[config.mk]
export PLATFORM = sky130hd
export DESIGN_NAME = discrete_output_flash_control
export DESIGN_NICKNAME = d
export VERILOG_FILES = /design/src/design/dout_flash_pkg.sv /design/src/design/discrete_output_flash_control.sv /design/src/design/flash_timebase.sv
export SDC_FILE = /design/constraint.sdc
export NUM_CORES = 1
export LEC_CHECK = 0
export ABC_AREA = 1
export ABC_CLOCK_PERIOD_IN_PS = 4660
export BUFFER_PORTS_ARGS = -buffer_cell sky130_fd_sc_hd__buf_2
export CAP_MARGIN = 20
export CORE_ASPECT_RATIO = 1.25
export CORE_MARGIN = 10
export CORE_UTILIZATION = 51
export DETAILED_ROUTE_END_ITERATION = 6
export PLACE_DENSITY = 0.86
export SYNTH_ARGS = -nofsm -noshare
export SYNTH_HDL_FRONTEND = slang
export SYNTH_HIERARCHICAL = 1
export SYNTH_SLANG_ARGS = --single-unit
export TNS_END_PERCENT = 1
[constraint.sdc]
create_clock -name core_clk -period 4.66 [get_ports core_clk]
set_clock_uncertainty 0.05 [all_clocks]
set_input_delay 0.932 -clock core_clk [delete_from_list [all_inputs] [get_ports core_clk]]
set_output_delay 0.932 -clock core_clk [all_outputs]
set_load 0.01 [all_outputs]
[src/design/dout_flash_pkg.sv]
package dout_flash_pkg;
  // coil numbers (1-based) and holding register number
  localparam logic [15:0] COIL_CMD_FIRST   = 16'h0001;
  localparam logic [15:0] COIL_FLASH_FIRST = 16'h0021;
  localparam logic [15:0] COIL_BANK_SPAN   = 16'h0020;
  localparam logic [15:0] HREG_FLASH_HALF  = 16'h0083;
  localparam logic [15:0] FLASH_HALF_RESET = 16'h0000;
  // timebase
  localparam int unsigned CLK_HZ           = 20000000;
  localparam int unsigned TICK_MS          = 10;
  localparam int unsigned TICK_CYCLES      = CLK_HZ / 1000 * TICK_MS;
  // local force codes
  localparam logic [1:0]  FORCE_NONE       = 2'h0;
  localparam logic [1:0]  FORCE_ON         = 2'h1;
  localparam logic [1:0]  FORCE_OFF        = 2'h2;
  // register access port kinds
  typedef enum logic [1:0] {
    SPACE_COIL    = 2'b00,
    SPACE_STATUS  = 2'b01,
    SPACE_INPUT   = 2'b10,
    SPACE_HOLDING = 2'b11
  } reg_space_t;
endpackage

[src/design/discrete_output_flash_control.sv]
`timescale 1ns/1ps
// Functional notes
// relay variant: command bits of outputs 1-16 are coils 001-016, 017-032 unused
// relay variant: flash enables of outputs 1-16 are coils 033-048, 049-064 unused
// transistor variant: command bits of outputs 1-32 are coils 001-032
// transistor variant: flash enables of outputs 1-32 are coils 033-064
// holding register 131 holds flash on and off half-period in 10 ms units
// half-period spans full 16 bits, 0 to 655.35 s, 10 ms steps
// no read-only status bits are implemented for this block
// no read-only input registers are implemented for this block
// per output: command bit turns it on, flash bit makes it flash when on
// flash timing is generated locally, independent of bus traffic; a write to holding register 131 restarts the phase here
// local force on/off per output overrides the master command
// indicator shows the state actually driving the field output
// half-period of zero means no flashing, output steadily on
module discrete_output_flash_control
  import dout_flash_pkg::*;
#(
  parameter int unsigned NUM_OUT     = 32,
  parameter int unsigned TICK_CYCLES_P = TICK_CYCLES
) (
  input  wire logic                   core_clk,
  input  wire logic                   rst,
  input  wire logic                   req_valid,
  input  wire logic                   req_write,
  input  wire reg_space_t             req_space,
  input  wire logic [15:0]            req_number,
  input  wire logic [15:0]            req_wdata,
  output logic                        rsp_valid,
  output logic                        rsp_error,
  output logic [15:0]                 rsp_rdata,
  input  wire logic [2*NUM_OUT-1:0]   force_code,
  output logic [NUM_OUT-1:0]          field_out,
  output logic [NUM_OUT-1:0]          led_out,
  output logic [15:0]                 flash_half_period
);
  // only the two bank sizes exist; any other width would leave the coil
  // windows half mapped, so it is refused while elaborating
  if (NUM_OUT != 16 && NUM_OUT != 32) begin : g_bad_num_out
    $error("discrete_output_flash_control: NUM_OUT must be 16 or 32");
  end
  // the timebase needs at least two cycles to form a one-cycle tick
  if (TICK_CYCLES_P < 2) begin : g_bad_tick
    $error("discrete_output_flash_control: TICK_CYCLES_P must be at least 2");
  end

  localparam int unsigned IDX_W = $clog2(NUM_OUT);

  // one phase counter is shared by every output, so all flashing outputs
  // blink together; per-output phases would cost a counter per channel
  typedef struct packed {
    logic [NUM_OUT-1:0] cmd;
    logic [NUM_OUT-1:0] flash_en;
    logic [15:0]        half;
    logic [15:0]        phase_cnt;
    logic               phase_on;
    logic               rsp_valid;
    logic               rsp_error;
    logic [15:0]        rsp_rdata;
    logic [NUM_OUT-1:0] field;
  } ctl_state_t;

  ctl_state_t st_reg;
  ctl_state_t st_next;
  logic       tick;
  logic [NUM_OUT-1:0] drive;

  // the tick runs free from reset, so of all bus traffic only a half-period write restarts a phase
  flash_timebase #(
    .CYCLES (TICK_CYCLES_P)
  ) u_timebase (
    .core_clk (core_clk),
    .rst      (rst),
    .tick     (tick)
  );

  // per-output drive: force first, else command gated by the shared flash phase
  genvar g;
  generate
    for (g = 0; g < NUM_OUT; g++) begin : g_out
      logic [1:0] code;
      logic       flash_live;
      // code 11 has no meaning; it falls through to the master command
      assign code       = force_code[2*g +: 2];
      assign flash_live = st_reg.flash_en[g] && (st_reg.half != 16'h0000);
      always_comb begin
        if (code == FORCE_ON) begin
          drive[g] = 1'b1;
        end else if (code == FORCE_OFF) begin
          drive[g] = 1'b0;
        end else if (flash_live) begin
          drive[g] = st_reg.cmd[g] & st_reg.phase_on;
        end else begin
          drive[g] = st_reg.cmd[g];
        end
      end
    end
  endgenerate

  // request decode; the windows are tested on the full 16-bit number so a
  // large number can never alias onto a low coil through the short index
  logic [15:0]      cmd_off;
  logic [15:0]      flash_off;
  logic [IDX_W-1:0] cmd_idx;
  logic [IDX_W-1:0] flash_idx;
  logic             in_cmd;
  logic             in_flash;
  logic             in_hold;
  logic             cmd_bit;
  logic             flash_bit;
  always_comb begin
    cmd_off   = req_number - COIL_CMD_FIRST;
    flash_off = req_number - COIL_FLASH_FIRST;
    cmd_idx   = cmd_off[IDX_W-1:0];
    flash_idx = flash_off[IDX_W-1:0];
    // unused coils 017-032 and 049-064 of the 16-output build fall outside these
    in_cmd    = (req_number >= COIL_CMD_FIRST) &&
                (req_number < COIL_CMD_FIRST + 16'(NUM_OUT));
    in_flash  = (req_number >= COIL_FLASH_FIRST) &&
                (req_number < COIL_FLASH_FIRST + 16'(NUM_OUT));
    in_hold   = (req_space == SPACE_HOLDING) && (req_number == HREG_FLASH_HALF);
    cmd_bit   = st_reg.cmd[cmd_idx];
    flash_bit = st_reg.flash_en[flash_idx];
  end

  // write strobes; a refused request changes no state
  logic coil_req;
  logic wr_cmd;
  logic wr_flash;
  logic wr_hold;
  always_comb begin
    coil_req = req_valid && (req_space == SPACE_COIL);
    wr_cmd   = coil_req && req_write && in_cmd;
    wr_flash = coil_req && req_write && in_flash;
    wr_hold  = req_valid && req_write && in_hold;
  end

  // end of a half-period: the phase counter has seen half ticks
  logic phase_end;
  always_comb begin
    phase_end = tick && (st_reg.phase_cnt >= st_reg.half - 16'h0001);
  end

  always_comb begin
    st_next           = st_reg;
    st_next.rsp_valid = 1'b0;
    st_next.rsp_error = 1'b0;
    st_next.rsp_rdata = 16'h0000;
    st_next.field     = drive;

    // flash phase advances only on the local tick
    if (st_reg.half == 16'h0000) begin
      st_next.phase_cnt = 16'h0000;
      st_next.phase_on  = 1'b1;
    end else if (phase_end) begin
      st_next.phase_cnt = 16'h0000;
      st_next.phase_on  = ~st_reg.phase_on;
    end else if (tick) begin
      st_next.phase_cnt = st_reg.phase_cnt + 16'h0001;
    end

    // every accepted answer carries the value held before this request, writes too; a refused one carries zero
    if (req_valid) begin
      st_next.rsp_valid = 1'b1;
      if (coil_req && in_cmd) begin
        st_next.rsp_rdata = {15'h0000, cmd_bit};
      end else if (coil_req && in_flash) begin
        st_next.rsp_rdata = {15'h0000, flash_bit};
      end else if (in_hold) begin
        st_next.rsp_rdata = st_reg.half;
      end else begin
        st_next.rsp_error = 1'b1;
      end
    end
    if (wr_cmd) begin
      st_next.cmd[cmd_idx] = req_wdata[0];
    end
    if (wr_flash) begin
      st_next.flash_en[flash_idx] = req_wdata[0];
    end
    // placed after the phase update so a new rate wins over a tick
    if (wr_hold) begin
      st_next.half      = req_wdata;
      // restart the cycle so a new rate starts with a clean on phase
      st_next.phase_cnt = 16'h0000;
      st_next.phase_on  = 1'b1;
    end
  end

  always_ff @(posedge core_clk or posedge rst) begin
    if (rst) begin
      st_reg          <= '0;
      st_reg.half     <= FLASH_HALF_RESET;
      st_reg.phase_on <= 1'b1;
    end else begin
      st_reg <= st_next;
    end
  end

  // every output is a flip-flop of the state; the field drive and the
  // indicator share one register so they can never disagree
  assign rsp_valid         = st_reg.rsp_valid;
  assign rsp_error         = st_reg.rsp_error;
  assign rsp_rdata         = st_reg.rsp_rdata;
  assign field_out         = st_reg.field;
  assign led_out           = st_reg.field;
  assign flash_half_period = st_reg.half;
endmodule // discrete_output_flash_control

[src/design/flash_timebase.sv]
`timescale 1ns/1ps
// free-running 10 ms tick, independent of any bus traffic
module flash_timebase
  import dout_flash_pkg::*;
#(
  parameter int unsigned CYCLES = TICK_CYCLES
) (
  input  wire logic core_clk,
  input  wire logic rst,
  output logic      tick
);
  // a one-cycle tick needs a counter of at least two states
  if (CYCLES < 2) begin : g_bad_cycles
    $error("flash_timebase: CYCLES must be at least 2");
  end

  typedef struct packed {
    logic [31:0] cnt;
    logic        tick;
  } tb_state_t;

  tb_state_t st_reg;
  tb_state_t st_next;

  always_comb begin
    st_next      = st_reg;
    st_next.tick = 1'b0;
    if (st_reg.cnt == 32'(CYCLES - 1)) begin
      st_next.cnt  = 32'h0000_0000;
      st_next.tick = 1'b1;
    end else begin
      st_next.cnt = st_reg.cnt + 32'h0000_0001;
    end
  end

  always_ff @(posedge core_clk or posedge rst) begin
    if (rst) begin
      st_reg <= '0;
    end else begin
      st_reg <= st_next;
    end
  end

  assign tick = st_reg.tick;
endmodule // flash_timebase

-- Word-level counts from Yosys, hierarchy flattened
Cells that the tools add are included.
- bits in registers: 180
- bits in latches: 0
- RAM bits: 0
- memory bits (read-only): 0
- input port bits: 102
- output and inout bits: 98
- logic and storage cells: 296
- memories kept: 0
- add/sub/neg operators: 5
- multipliers: 0
- div/mod/pow operators: 0
- $lt $le $gt $ge: 9
- equal/unequal tests: 67
- shifts and indexed selects: 0
- muxes and demuxes: 120
- bitwise gates (word level): 33
- reduce and logical (&&, ||, !) cells: 51
- operators by type and width (cell ; number):
    $mux 1 ; 105
    $mux 16 ; 5
    $eq 2x2->1 const B ; 33
    $bwmux 32 ; 2
    $eq 2x1->1 const B ; 32
    $logic_and 1x1->1 ; 46
    $mux 17 ; 2
    $add 32x1->32 const B ; 1
    $and 1x1->1 ; 32
    $eq 32x18->1 const B ; 1
    $mux 32 ; 1
    $mux 18 ; 1
    $add 16x1->16 const B ; 1
    $eq 16x8->1 const B ; 1
    $ge 16x1->1 const B ; 1
    $ge 16x16->1 ; 1
    $ge 16x6->1 const B ; 1
    $logic_not 16->1 ; 1
    $lt 16x6->1 const B ; 1
    $lt 16x7->1 const B ; 1
    $reduce_bool 16->1 ; 1
    $sub 16x1->16 const B ; 1
    $lt 5x6->1 const B ; 2
    $bmux 1 s5 ; 2
    other kinds (7) ; 10

-- Longest topological paths before layout
Gate-level depths: netlist of the first run.
- depth in word-level cells: 6
- mapped depth: 19
- depth with buffers taken out: 19

-- By module
The synthesis of the first run kept the hierarchy.
- modules (own cells, without submodules) (module ; instances ; cells an instance ; area an instance (µm²) ; seq. area each (µm²)):
    discrete_output_flash_control ; 1 ; 1147 ; 9110.0 ; 3679.8
    flash_timebase ; 1 ; 289 ; 2005.7 ; 825.8

-- Least setup slack after synthesis of the first run
No wires, ideal clock.
- kind: in2reg
- start point: input req_number[0]
- end point: register st_reg[85] (netlist name)
- library setup time: 0.134 ns
- arrival time: 2.802 ns
- required time: 4.476 ns
- setup slack: 1.673 ns
- stages: 11
- buffers on the path: 3
- cell sequence: buf_2 -> inv_2 -> clkbuf_1 -> ha_1 -> xnor2_2 -> inv_1 -> buf_6 -> nor3_2 -> nand2_1 -> o21ai_0 -> o31ai_1
- word-level cells in the longest chain between the ends: 6
- elaborated cells between the ends (all ways): 11
- those cells by class: add/sub (1); order compare (4); mux (3); reduce/logical (3)
- ends and longest elaborated chain (item ; RTL line ; text):
    start: declaration ; discrete_output_flash_control.sv:27 ; input wire logic [15:0] req_number,
    $sub 5x1->5 ; discrete_output_flash_control.sv:113 ; flash_off = req_number - COIL_FLASH_FIRST;
    $lt 5x6->1 (implied by the code) or $ge 5x1->1 (tied branches) ; discrete_output_flash_control.sv:179 ; st_next.flash_en[flash_idx] = req_wdata[0];
    $logic_and 1x1->1 (implied by the code) ; discrete_output_flash_control.sv:179 ;
    $mux 1 (implied by the code) ; discrete_output_flash_control.sv:179 ;
    $demux 1 s5 ; discrete_output_flash_control.sv:179 ;
    $bwmux 32 ; discrete_output_flash_control.sv:179 ;
    end signal: assignment ; discrete_output_flash_control.sv:196 ; st_reg <= st_next;
    end: declaration ; discrete_output_flash_control.sv:63 ; ctl_state_t st_reg;
Parallel ways exist; a longest one is shown, timed or not.
A chain may end at the register's enable or synchronous reset.

-- Final worst setup path of the first run
Ends and elaborated chain as after synthesis.

==> run metrics, run 1 <==
run status finished clean; Top FF cell, synth sky130_fd_sc_hd__dfrtp_1; Vias 9742; Yosys reg bits 180; Pwr per Cell Area approximately 280 nW/um^2; clock slew at the register clock pins of the worst setup and hold paths 0.08 ns; clock root cell sky130_fd_sc_hd__clkbuf_16; clock latency at the later pin of the worst-skew pair between 0.4 and 0.5 ns; HPWL reported at the end of detailed placement between 20 and 25 mm; Worst Path Max Fanout 37; share of the yosys chip area belonging to registers 40.53%; count of endpoints failing hold in the final timing report 0; Core Area 21470 um^2; global-route wire length before repair 47.68 mm; pin count of the biggest net entering global routing 106; antenna viol nets, final 0; routed via count divided by cell count around 5.4; buffers from clock root to sink, at most 2; number of nets in the layout 1647; number of clock buffers inserted by TritonCTS 17; GP Congestion 0.9201; share of layout cells above drive strength 1 between 20 and 25%; total length of routed wires between 20 and 30 mm; worst endpoint required time 4.92 ns; Synth Cell Area between 10000 and 15000 um^2; routed len/inst 16.18 um; number of global-route vias before repair 9873; mean cell area of the mapped netlist 7.741 um^2; GRT overflow 0; buffers inserted by post-CTS timing repair 0; final total negative setup slack 0 ns; TritonCTS clock tree built; final core utilization between 50% and 60%; cell count after placement 1778; # hold bufs at CTS 0; Maximum Capacitance Violations 0; category of the most critical setup path in2reg; gate count after technology mapping 1436; maximum level of the CTS H-tree 4; initial standard-cell utilization of the core 51.77%; category of the worst setup path capture point flip-flop; number of iterations in the first detailed-routing pass 6; total of warnings raised by yosys 6; class of the tightest hold or removal check reg2reg; count of flip-flops with a built-in enable after synthesis 0; unrepaired setup endpoints after global routing false; max-slew violation count 0; ys async rst share 100.0%; non-filler cells, final between 1500 and 2000; total setup violations reported at the end of the flow 0; number of cell rows 60; Crit path arrival time 3.66 ns; die outline area 28140 um^2; number of distinct library cell variants in the gate-level netlist after synthesis between 40 and 50; die outline width 152.0 um; initial DRC count 776; IR drop worst, VDD between 0.0002 and 0.0003 V; die extent in y ~190 um; antenna violations before repair 5; Sink Count 180; number of top-level pins 200; transition time at the pin with the least slew margin around 0.94 ns; combined global-route utilization of all metal layers 20.45%; synthesized net count 1564; element type at the critical path start primary input; number of remaining DRC errors 0; max reg flops 81; Max-Slew Margin vs Limit 37.15%; Buffers on Ports 199; leakage power summed over all cells 6.190 nW; final cycle utilization of the critical path between 70% and 80%; area growth from synthesis to layout 9.782%; minimum clock period after layout 3.396 ns; maximum clock frequency just under 300 MHz; CTS resizes 0; Tot Pwr 3.460 mW
[critical path, cell delays in order]
cell and delay, ns:
sky130_fd_sc_hd__buf_2 0.10, sky130_fd_sc_hd__inv_2 0.23, sky130_fd_sc_hd__ha_1 0.40, sky130_fd_sc_hd__xnor2_2 0.66, sky130_fd_sc_hd__inv_1 0.44, sky130_fd_sc_hd__nor3_2 0.40, sky130_fd_sc_hd__nand2_1 0.16, sky130_fd_sc_hd__o21ai_0 0.21
sky130_fd_sc_hd__o31ai_1 0.12
[synth_stat cells (9+ instances only)]
cell type / instances / area (um^2)
sky130_fd_sc_hd__buf_6: 14 / 157.7
sky130_fd_sc_hd__nand2_1: 351 / 1318
sky130_fd_sc_hd__nor2_1: 128 / 480.5
sky130_fd_sc_hd__xor2_1: 33 / 289.0
sky130_fd_sc_hd__dfrtp_1: 179 / 4479
sky130_fd_sc_hd__buf_2: 13 / 65.06
sky130_fd_sc_hd__nand4_1: 10 / 62.56
sky130_fd_sc_hd__nor2_2: 16 / 100.1
sky130_fd_sc_hd__nor3_1: 21 / 105.1
sky130_fd_sc_hd__inv_1: 158 / 593.1
sky130_fd_sc_hd__ha_1: 26 / 325.3
sky130_fd_sc_hd__nand3_1: 116 / 580.6
sky130_fd_sc_hd__a21oi_1: 36 / 180.2
sky130_fd_sc_hd__buf_4: 96 / 720.7
sky130_fd_sc_hd__nor2_4: 13 / 146.4
sky130_fd_sc_hd__mux2_2: 15 / 168.9
sky130_fd_sc_hd__clkbuf_1: 15 / 56.30
sky130_fd_sc_hd__o21ai_0: 79 / 395.4
sky130_fd_sc_hd__nand2_2: 9 / 56.30
sky130_fd_sc_hd__o21ai_1: 23 / 115.1
sky130_fd_sc_hd__o31ai_1: 39 / 292.8
[metal layers]
layer | part of all wire (%) | track usage, %
met5 | 0.095 | 0
met4 | 3.8 | 9.718
met3 | 6.4 | 4.525
met2 | 49 | 35.13
met1 | 41 | 23.83
[layout by cell type, fill, tap and decap left out, types with 26 or more instances in the layout]
master | Yosys | routed
sky130_fd_sc_hd__nand2_1 | 351 | 351
sky130_fd_sc_hd__buf_2 | 13 | 199
sky130_fd_sc_hd__dfrtp_1 | 179 | 179
sky130_fd_sc_hd__inv_1 | 158 | 157
sky130_fd_sc_hd__nor2_1 | 128 | 128
sky130_fd_sc_hd__nand3_1 | 116 | 116
sky130_fd_sc_hd__o21ai_0 | 79 | 79
sky130_fd_sc_hd__o31ai_1 | 39 | 39
sky130_fd_sc_hd__a21oi_1 | 36 | 36
sky130_fd_sc_hd__xor2_1 | 33 | 33
sky130_fd_sc_hd__ha_1 | 26 | 26
[area by class of cell]
type                       instances  area [um^2]
sequential                       180         4506
fill                            1939         9268
timing repair buffer             205         1074
inverter                         165        623.1
clock buffer                      17        425.4
multi-input combinational        950         4980
antenna                            4        10.01
tap                              279        349.1
clock inverter                    15        236.5
[power breakdown]
| part | switching, mW | internal (mW) | total [mW] |
|---|---|---|---|
| combinational | 0.196 | 0.0971 | 0.293 |
| sequential | 0.00825 | 1.58 | 1.58 |
| clock | 0.743 | 0.841 | 1.58 |
| total | 0.947 | 2.51 | 3.46 |
[worst paths after layout]
check                      cells past startpoint  slack, ns                              end                             start
setup / recovery                               9       1.26           st_reg[85]$_DFFE_PP0P_                     req_number[0]
hold / removal                                 1       0.44   u_timebase/st_reg[1]$_DFF_PP0_    u_timebase/st_reg[1]$_DFF_PP0_
setup reg to reg                              15       1.35           st_reg[62]$_DFFE_PP0P_  flash_half_period[2]$_DFFE_PP0P_
hold reg to reg                                1       0.44   u_timebase/st_reg[1]$_DFF_PP0_    u_timebase/st_reg[1]$_DFF_PP0_
max in group asynchronous                      3       2.83          field_out[10]$_DFF_PP0_                               rst
min in group asynchronous                      3       0.56  u_timebase/st_reg[21]$_DFF_PP0_                               rst
[through the flow]
stage	hold slack, ns	setup WS [ns]	instance area, um^2
2_1_floorplan	0.4043	1.673	11120
3_5_place_dp	0.4399	0.8859	11500
5_1_grt	0.4670	0.9775	12200
3_3_place_gp	0.4280	0.9878	11500
4_1_cts	0.4498	1.299	12170
6_report	0.4418	1.264	12200
[cell families (layout without fill, tap and decap cells)]
family,count (synthesis),after routing,share of synthesized area (%)
flip-flops,180,180,40.53
adder cells (fa/ha/maj),26,26,2.927
buffers and inverters,306,402,14.67
AO/OA/AOI/OAI,184,184,9.343
AND/OR/NAND/NOR,685,685,27.79
multiplexers,15,15,1.520
other,0,4,0
XOR/XNOR,40,40,3.219
(Power assumes the default switching activity.)
==> inputs of run 2 (changes only) <==
ABC_CLOCK_PERIOD_IN_PS = 3200   (was 4660)
CORE_UTILIZATION = 57   (was 51)
PLACE_DENSITY = 0.9   (was 0.86)
clock period = 3.2 ns   (was 4.66 ns; I/O delays follow)
==> run metrics, run 2 (synthesis gave the netlist of run 1 again) <==
run status finished clean; total setup violations reported at the end of the flow 0; class of the tightest hold or removal check in2async; Pwr per Cell Area around 410 nW/um^2; number of top-level pins 200; combined global-route utilization of all metal layers 22.82%; final core utilization ~64%; initial DRC count 788; TritonCTS clock tree built; category of the worst setup path capture point flip-flop; die outline width between 100 and 150 um; Sink Count 180; total length of routed wires 30.18 mm; buffers inserted by post-CTS timing repair 0; count of endpoints failing hold in the final timing report 0; Crit path arrival time 3.28 ns; final cycle utilization of the critical path 92.94%; IR drop worst, VDD 0.0003886 V; number of global-route vias before repair 9742; Critical Path Max Stage Delay 0.41 ns; routed len/inst 16.62 um; Worst R2R Setup Slack 0.23 ns; share of layout cells above drive strength 1 21.36%; number of nets in the layout 1660; most used cells in the layout excluding fill and tap cells 351 x sky130_fd_sc_hd__nand2_1, 199 x sky130_fd_sc_hd__buf_2, 179 x sky130_fd_sc_hd__dfrtp_1, 157 x sky130_fd_sc_hd__inv_1, 126 x sky130_fd_sc_hd__nor2_1; antenna viol nets, final 0; number of remaining DRC errors 0; routed via count divided by cell count 5.453; max reg flops around 80; Max-Slew Margin vs Limit 29.93%; maximum clock frequency 336.2 MHz; area of placed instances approximately 12000 um^2; number of iterations in the first detailed-routing pass 6; die extent in y 176.1 um; category of the most critical setup path reg2reg; Vias 9903; leading cell type in the layout, fill and taps excluded sky130_fd_sc_hd__nand2_1; cell area after layout 12280 um^2; global-route wire length before repair 48.04 mm; maximum level of the CTS H-tree 4; Maximum Capacitance Violations 0; pin count of the biggest net entering global routing 65; clock root cell sky130_fd_sc_hd__clkbuf_16; master of the slowest instance on the critical path sky130_fd_sc_hd__dfrtp_1; transition time at the pin with the least slew margin 1.050 ns; initial standard-cell utilization of the core 57.51%; number of cell rows 57; minimum clock period after layout 2.974 ns; antenna violations before repair 6; most repeated library cell on the critical path sky130_fd_sc_hd__nand2_1; number of clock buffers inserted by TritonCTS 17; crit-path cells nor2_1, nand2_1, nor3_2, nand2_1, nor3_4, nand4_1, xor2_1, ha_1, a21oi_1, o21a_1, and2_0, nand2_1, o21ai_4, clkinv_4, a21oi_1; element type at the critical path start flip-flop; area growth from synthesis to layout 10.45%; clock latency at the later pin of the worst-skew pair 0.44 ns; GP Congestion 0.9670; max-slew violation count 0; leakage power summed over all cells 6.241 nW; Buffers on Ports 199; worst endpoint required time 3.51 ns; clock slew at the register clock pins of the worst setup and hold paths ~0.070 ns; buffers from clock root to sink, at most 2; # hold bufs at CTS 0; GRT overflow 0; HPWL reported at the end of detailed placement 21.99 mm; Worst Path Max Fanout 6; die outline area roughly 26000 um^2; CTS resizes 0; Tot Pwr approximately 5.0 mW; Core Area 19330 um^2
run 2: layout make-up:
type | instances | area, um^2
fillers | 1634 | 7051
multi-input cells | 950 | 5011
flip-flops and latches | 180 | 4506
repair buffers | 217 | 1156
inverters | 165 | 628.1
clock buffers | 20 | 456.7
well taps | 265 | 331.6
clock inverters | 12 | 166.4
diodes | 6 | 15.01
repair inverters | 1 | 6.256
run 2: per-stage QoR:
step	hold WS, ns	setup slack [ns]	std cells	TNS (ns)
final	0.2515	0.2260	1816	0
after global routing	0.2681	-0.007353	1814	-0.007353
after CTS	0.2600	0.03227	1809	0
after detailed placement	0.4346	0.05015	1777	0
after global placement	0.4224	0.1489	1777	0
after floorplan	0.4043	0.4561	1436	0
run 2: final timing paths:
| kind | from | depth (start not counted) | endpoint |
|---|---|---|---|
| min reg2reg | u_timebase/st_reg[1]$_DFF_PP0_ | 1 | u_timebase/st_reg[1]$_DFF_PP0_ |
| min | rst | 2 | u_timebase/st_reg[32]$_DFF_PP0_ |
| min in group core_clk | force_code[53] | 2 | field_out[26]$_DFF_PP0_ |
| max reg2reg | flash_half_period[1]$_DFFE_PP0P_ | 15 | st_reg[62]$_DFFE_PP0P_ |
| max | flash_half_period[1]$_DFFE_PP0P_ | 15 | st_reg[62]$_DFFE_PP0P_ |
| max in group asynchronous | rst | 3 | st_reg[50]$_DFFE_PP1P_ |
run 2: layer usage:
layer	vias up	wire (um)	global-route usage, %
met5	-	0	0
met4	0	1302	11.76
met3	100	2124	4.686
met2	465	15030	39.83
met1	4636	11720	26.01
li1	4702	-	-
run 2: worst max-delay path: cells and delay by family (launching register included):
family,cells,cell delay [ns]
compound gates,4,0.66
buf+inv,1,0.15
fa+ha+maj,1,0.29
flops,1,0.41
simple gates,8,1.16
xor+xnor,1,0.18
run 2: report_power, final:
part	total [mW]	internal [mW]	switching, mW	leakage, nW
registers	2.31	2.30	0.0118	2.25
clock network	2.22	1.29	0.936	0.304
logic	0.448	0.151	0.298	3.68
==> inputs of run 3 (changes only) <==
CORE_MARGIN = not set   (was 10)
PLACE_DENSITY = not set   (was 0.9)
PLACE_DENSITY_LB_ADDON = 0.3   (was not set)
==> run metrics, run 3 (synthesis gave the netlist of run 1 again) <==
HPWL reported at the end of detailed placement 19.57 mm; clock root cell sky130_fd_sc_hd__clkbuf_16; Sink Count 180; TritonCTS clock tree built; reg-to-reg endpoint st_reg[59]$_DFFE_PP0P_; Max-Slew Margin vs Limit a little under three fifths; count of endpoints failing hold in the final timing report 0; Crit path arrival time approximately 3.4 ns; combined global-route utilization of all metal layers between 20% and 30%; gr busiest metal met2; run status finished clean; Critical Path Max Stage Delay about 0.40 ns; class of the tightest hold or removal check in2async; master of the slowest instance on the critical path sky130_fd_sc_hd__dfrtp_1; die outline area 20070 um^2; cell area after layout about 12000 um^2; number of iterations in the first detailed-routing pass 5; number of top-level pins 200; final cycle utilization of the critical path 95.31%; final core utilization around 64%; number of cell instances on the worst register-to-register path 16; Pwr per Cell Area 401.7 nW/um^2; area growth from synthesis to layout 9.466%; clock latency at the later pin of the worst-skew pair 0.44 ns; clock slew at the register clock pins of the worst setup and hold paths 0.07 ns; minimum clock period after layout 3.050 ns; global-route wire length before repair 43.79 mm; initial standard-cell utilization of the core 58.76%; start of the worst register-to-register path flash_half_period[0]$_DFFE_PP0P_; Core Area 18920 um^2; routed len/inst 15.25 um; most repeated library cell on the critical path sky130_fd_sc_hd__nand2_1; crit-path cells inv_1, nand2_1, nor3_2, nand2_1, nor3_1, buf_4, nand4_1, xor2_1, ha_1, a21oi_1, o21a_1, and2_0, nand2_1, o21ai_4, clkinv_4, nor2_2; category of the most critical setup path reg2reg; buffers from clock root to sink, at most 2; element type at the critical path start flip-flop; IR drop worst, VDD 0.0003742 V; Vias 9515; max reg flops 81; category of the worst setup path capture point flip-flop; pin count of the biggest net entering global routing 77; global routing met1 resource utilization 35.25%; number of global-route vias before repair 8953; number of nets in the layout 1660; Worst R2R Setup Slack roughly 0.15 ns; antenna viol nets, final 0; # hold bufs at CTS 0; Buffers on Ports between 150 and 200; met3 GRT Util 4.698%; leakage power summed over all cells 6.203 nW; transition time at the pin with the least slew margin approximately 0.64 ns; worst endpoint required time 3.52 ns; most used cells in the layout excluding fill and tap cells 351 x sky130_fd_sc_hd__nand2_1, 199 x sky130_fd_sc_hd__buf_2, 179 x sky130_fd_sc_hd__dfrtp_1, 157 x sky130_fd_sc_hd__inv_1, 127 x sky130_fd_sc_hd__nor2_1; number of cell rows 56; initial DRC count 750; area of placed instances 11550 um^2; number of clock buffers inserted by TritonCTS 17; die outline width 126.9 um; total length of routed wires 27.06 mm; number of remaining DRC errors 0; die extent in y 158.1 um; maximum level of the CTS H-tree 4; GP Congestion 0.9099; GR Util met2 46.73%; leading cell type in the layout, fill and taps excluded sky130_fd_sc_hd__nand2_1; antenna violations before repair 1; max-slew violation count 0; routed via count divided by cell count 5.361; Worst Path Max Fanout 6; Maximum Capacitance Violations 0; share of layout cells above drive strength 1 21.01%; total setup violations reported at the end of the flow 0; GRT overflow 0; maximum clock frequency roughly 330 MHz
[run 3: layer usage]
metal	up-vias	part of all wire (%)
met5	-	0
li1	4694	-
met3	59	6.6
met2	371	48
met4	0	3.7
met1	4391	42
[run 3: through the flow]
step / setup slack (ns) / std cells / power, mW / TNS, ns / hold WS [ns]
2_1_floorplan: 0.4561 / 1436 / 2.652 / 0 / 0.4043
3_3_place_gp: 0.2338 / 1744 / 2.783 / 0 / 0.4274
3_5_place_dp: 0.1198 / 1744 / 2.787 / 0 / 0.4357
4_1_cts: 0.1021 / 1773 / 4.922 / 0 / 0.1400
5_1_grt: -0.004135 / 1774 / 5.047 / -0.004135 / 0.1531
6_report: 0.1501 / 1775 / 4.888 / 0 / 0.1402
[run 3: critical path: cells and delay by family (launching register included)]
kind,cells,cell delay (ns)
simple gates,8,1.11
compound gates,3,0.53
buf+inv,3,0.44
flops,1,0.40
fa+ha+maj,1,0.29
xor+xnor,1,0.17
[run 3: how the worst max path moves through the flow]
stage,startpoint,end,slack (ns),depth (start not counted)
floorplan,flash_half_period[2]$_DFFE_PP0P_,st_reg[66]$_DFFE_PP0P_,0.46,16
global placement,flash_half_period[0]$_DFFE_PP0P_,st_reg[66]$_DFFE_PP0P_,0.23,16
detailed placement,flash_half_period[0]$_DFFE_PP0P_,st_reg[66]$_DFFE_PP0P_,0.12,16
CTS,flash_half_period[0]$_DFFE_PP0P_,st_reg[66]$_DFFE_PP0P_,0.10,16
global route,flash_half_period[1]$_DFFE_PP0P_,st_reg[62]$_DFFE_PP0P_,-0.004,16
finish,flash_half_period[0]$_DFFE_PP0P_,st_reg[59]$_DFFE_PP0P_,0.15,16
[run 3: where the power goes]
group          switching [mW]  total, mW  internal, mW
registers              0.0100       2.31          2.30
logic                   0.287      0.438         0.150
clock network           0.920       2.14          1.22
total                    1.22       4.89          3.67
[run 3: repair_timing]
item                                    CTS  global route
gates resized for setup                   0             7
setup buffers                             0             0
endpoints found under the setup margin    0            15
[run 3: cell type report]
class / count / area, um^2
antenna: 1 / 2.502
clock buffer: 18 / 429.2
clock inverter: 11 / 155.1
fill: 1663 / 6750
inverter: 165 / 628.1
multi-input combinational: 950 / 4995
sequential: 180 / 4506
tap: 232 / 290.3
timing repair buffer: 217 / 1156
timing repair inverter: 1 / 6.256
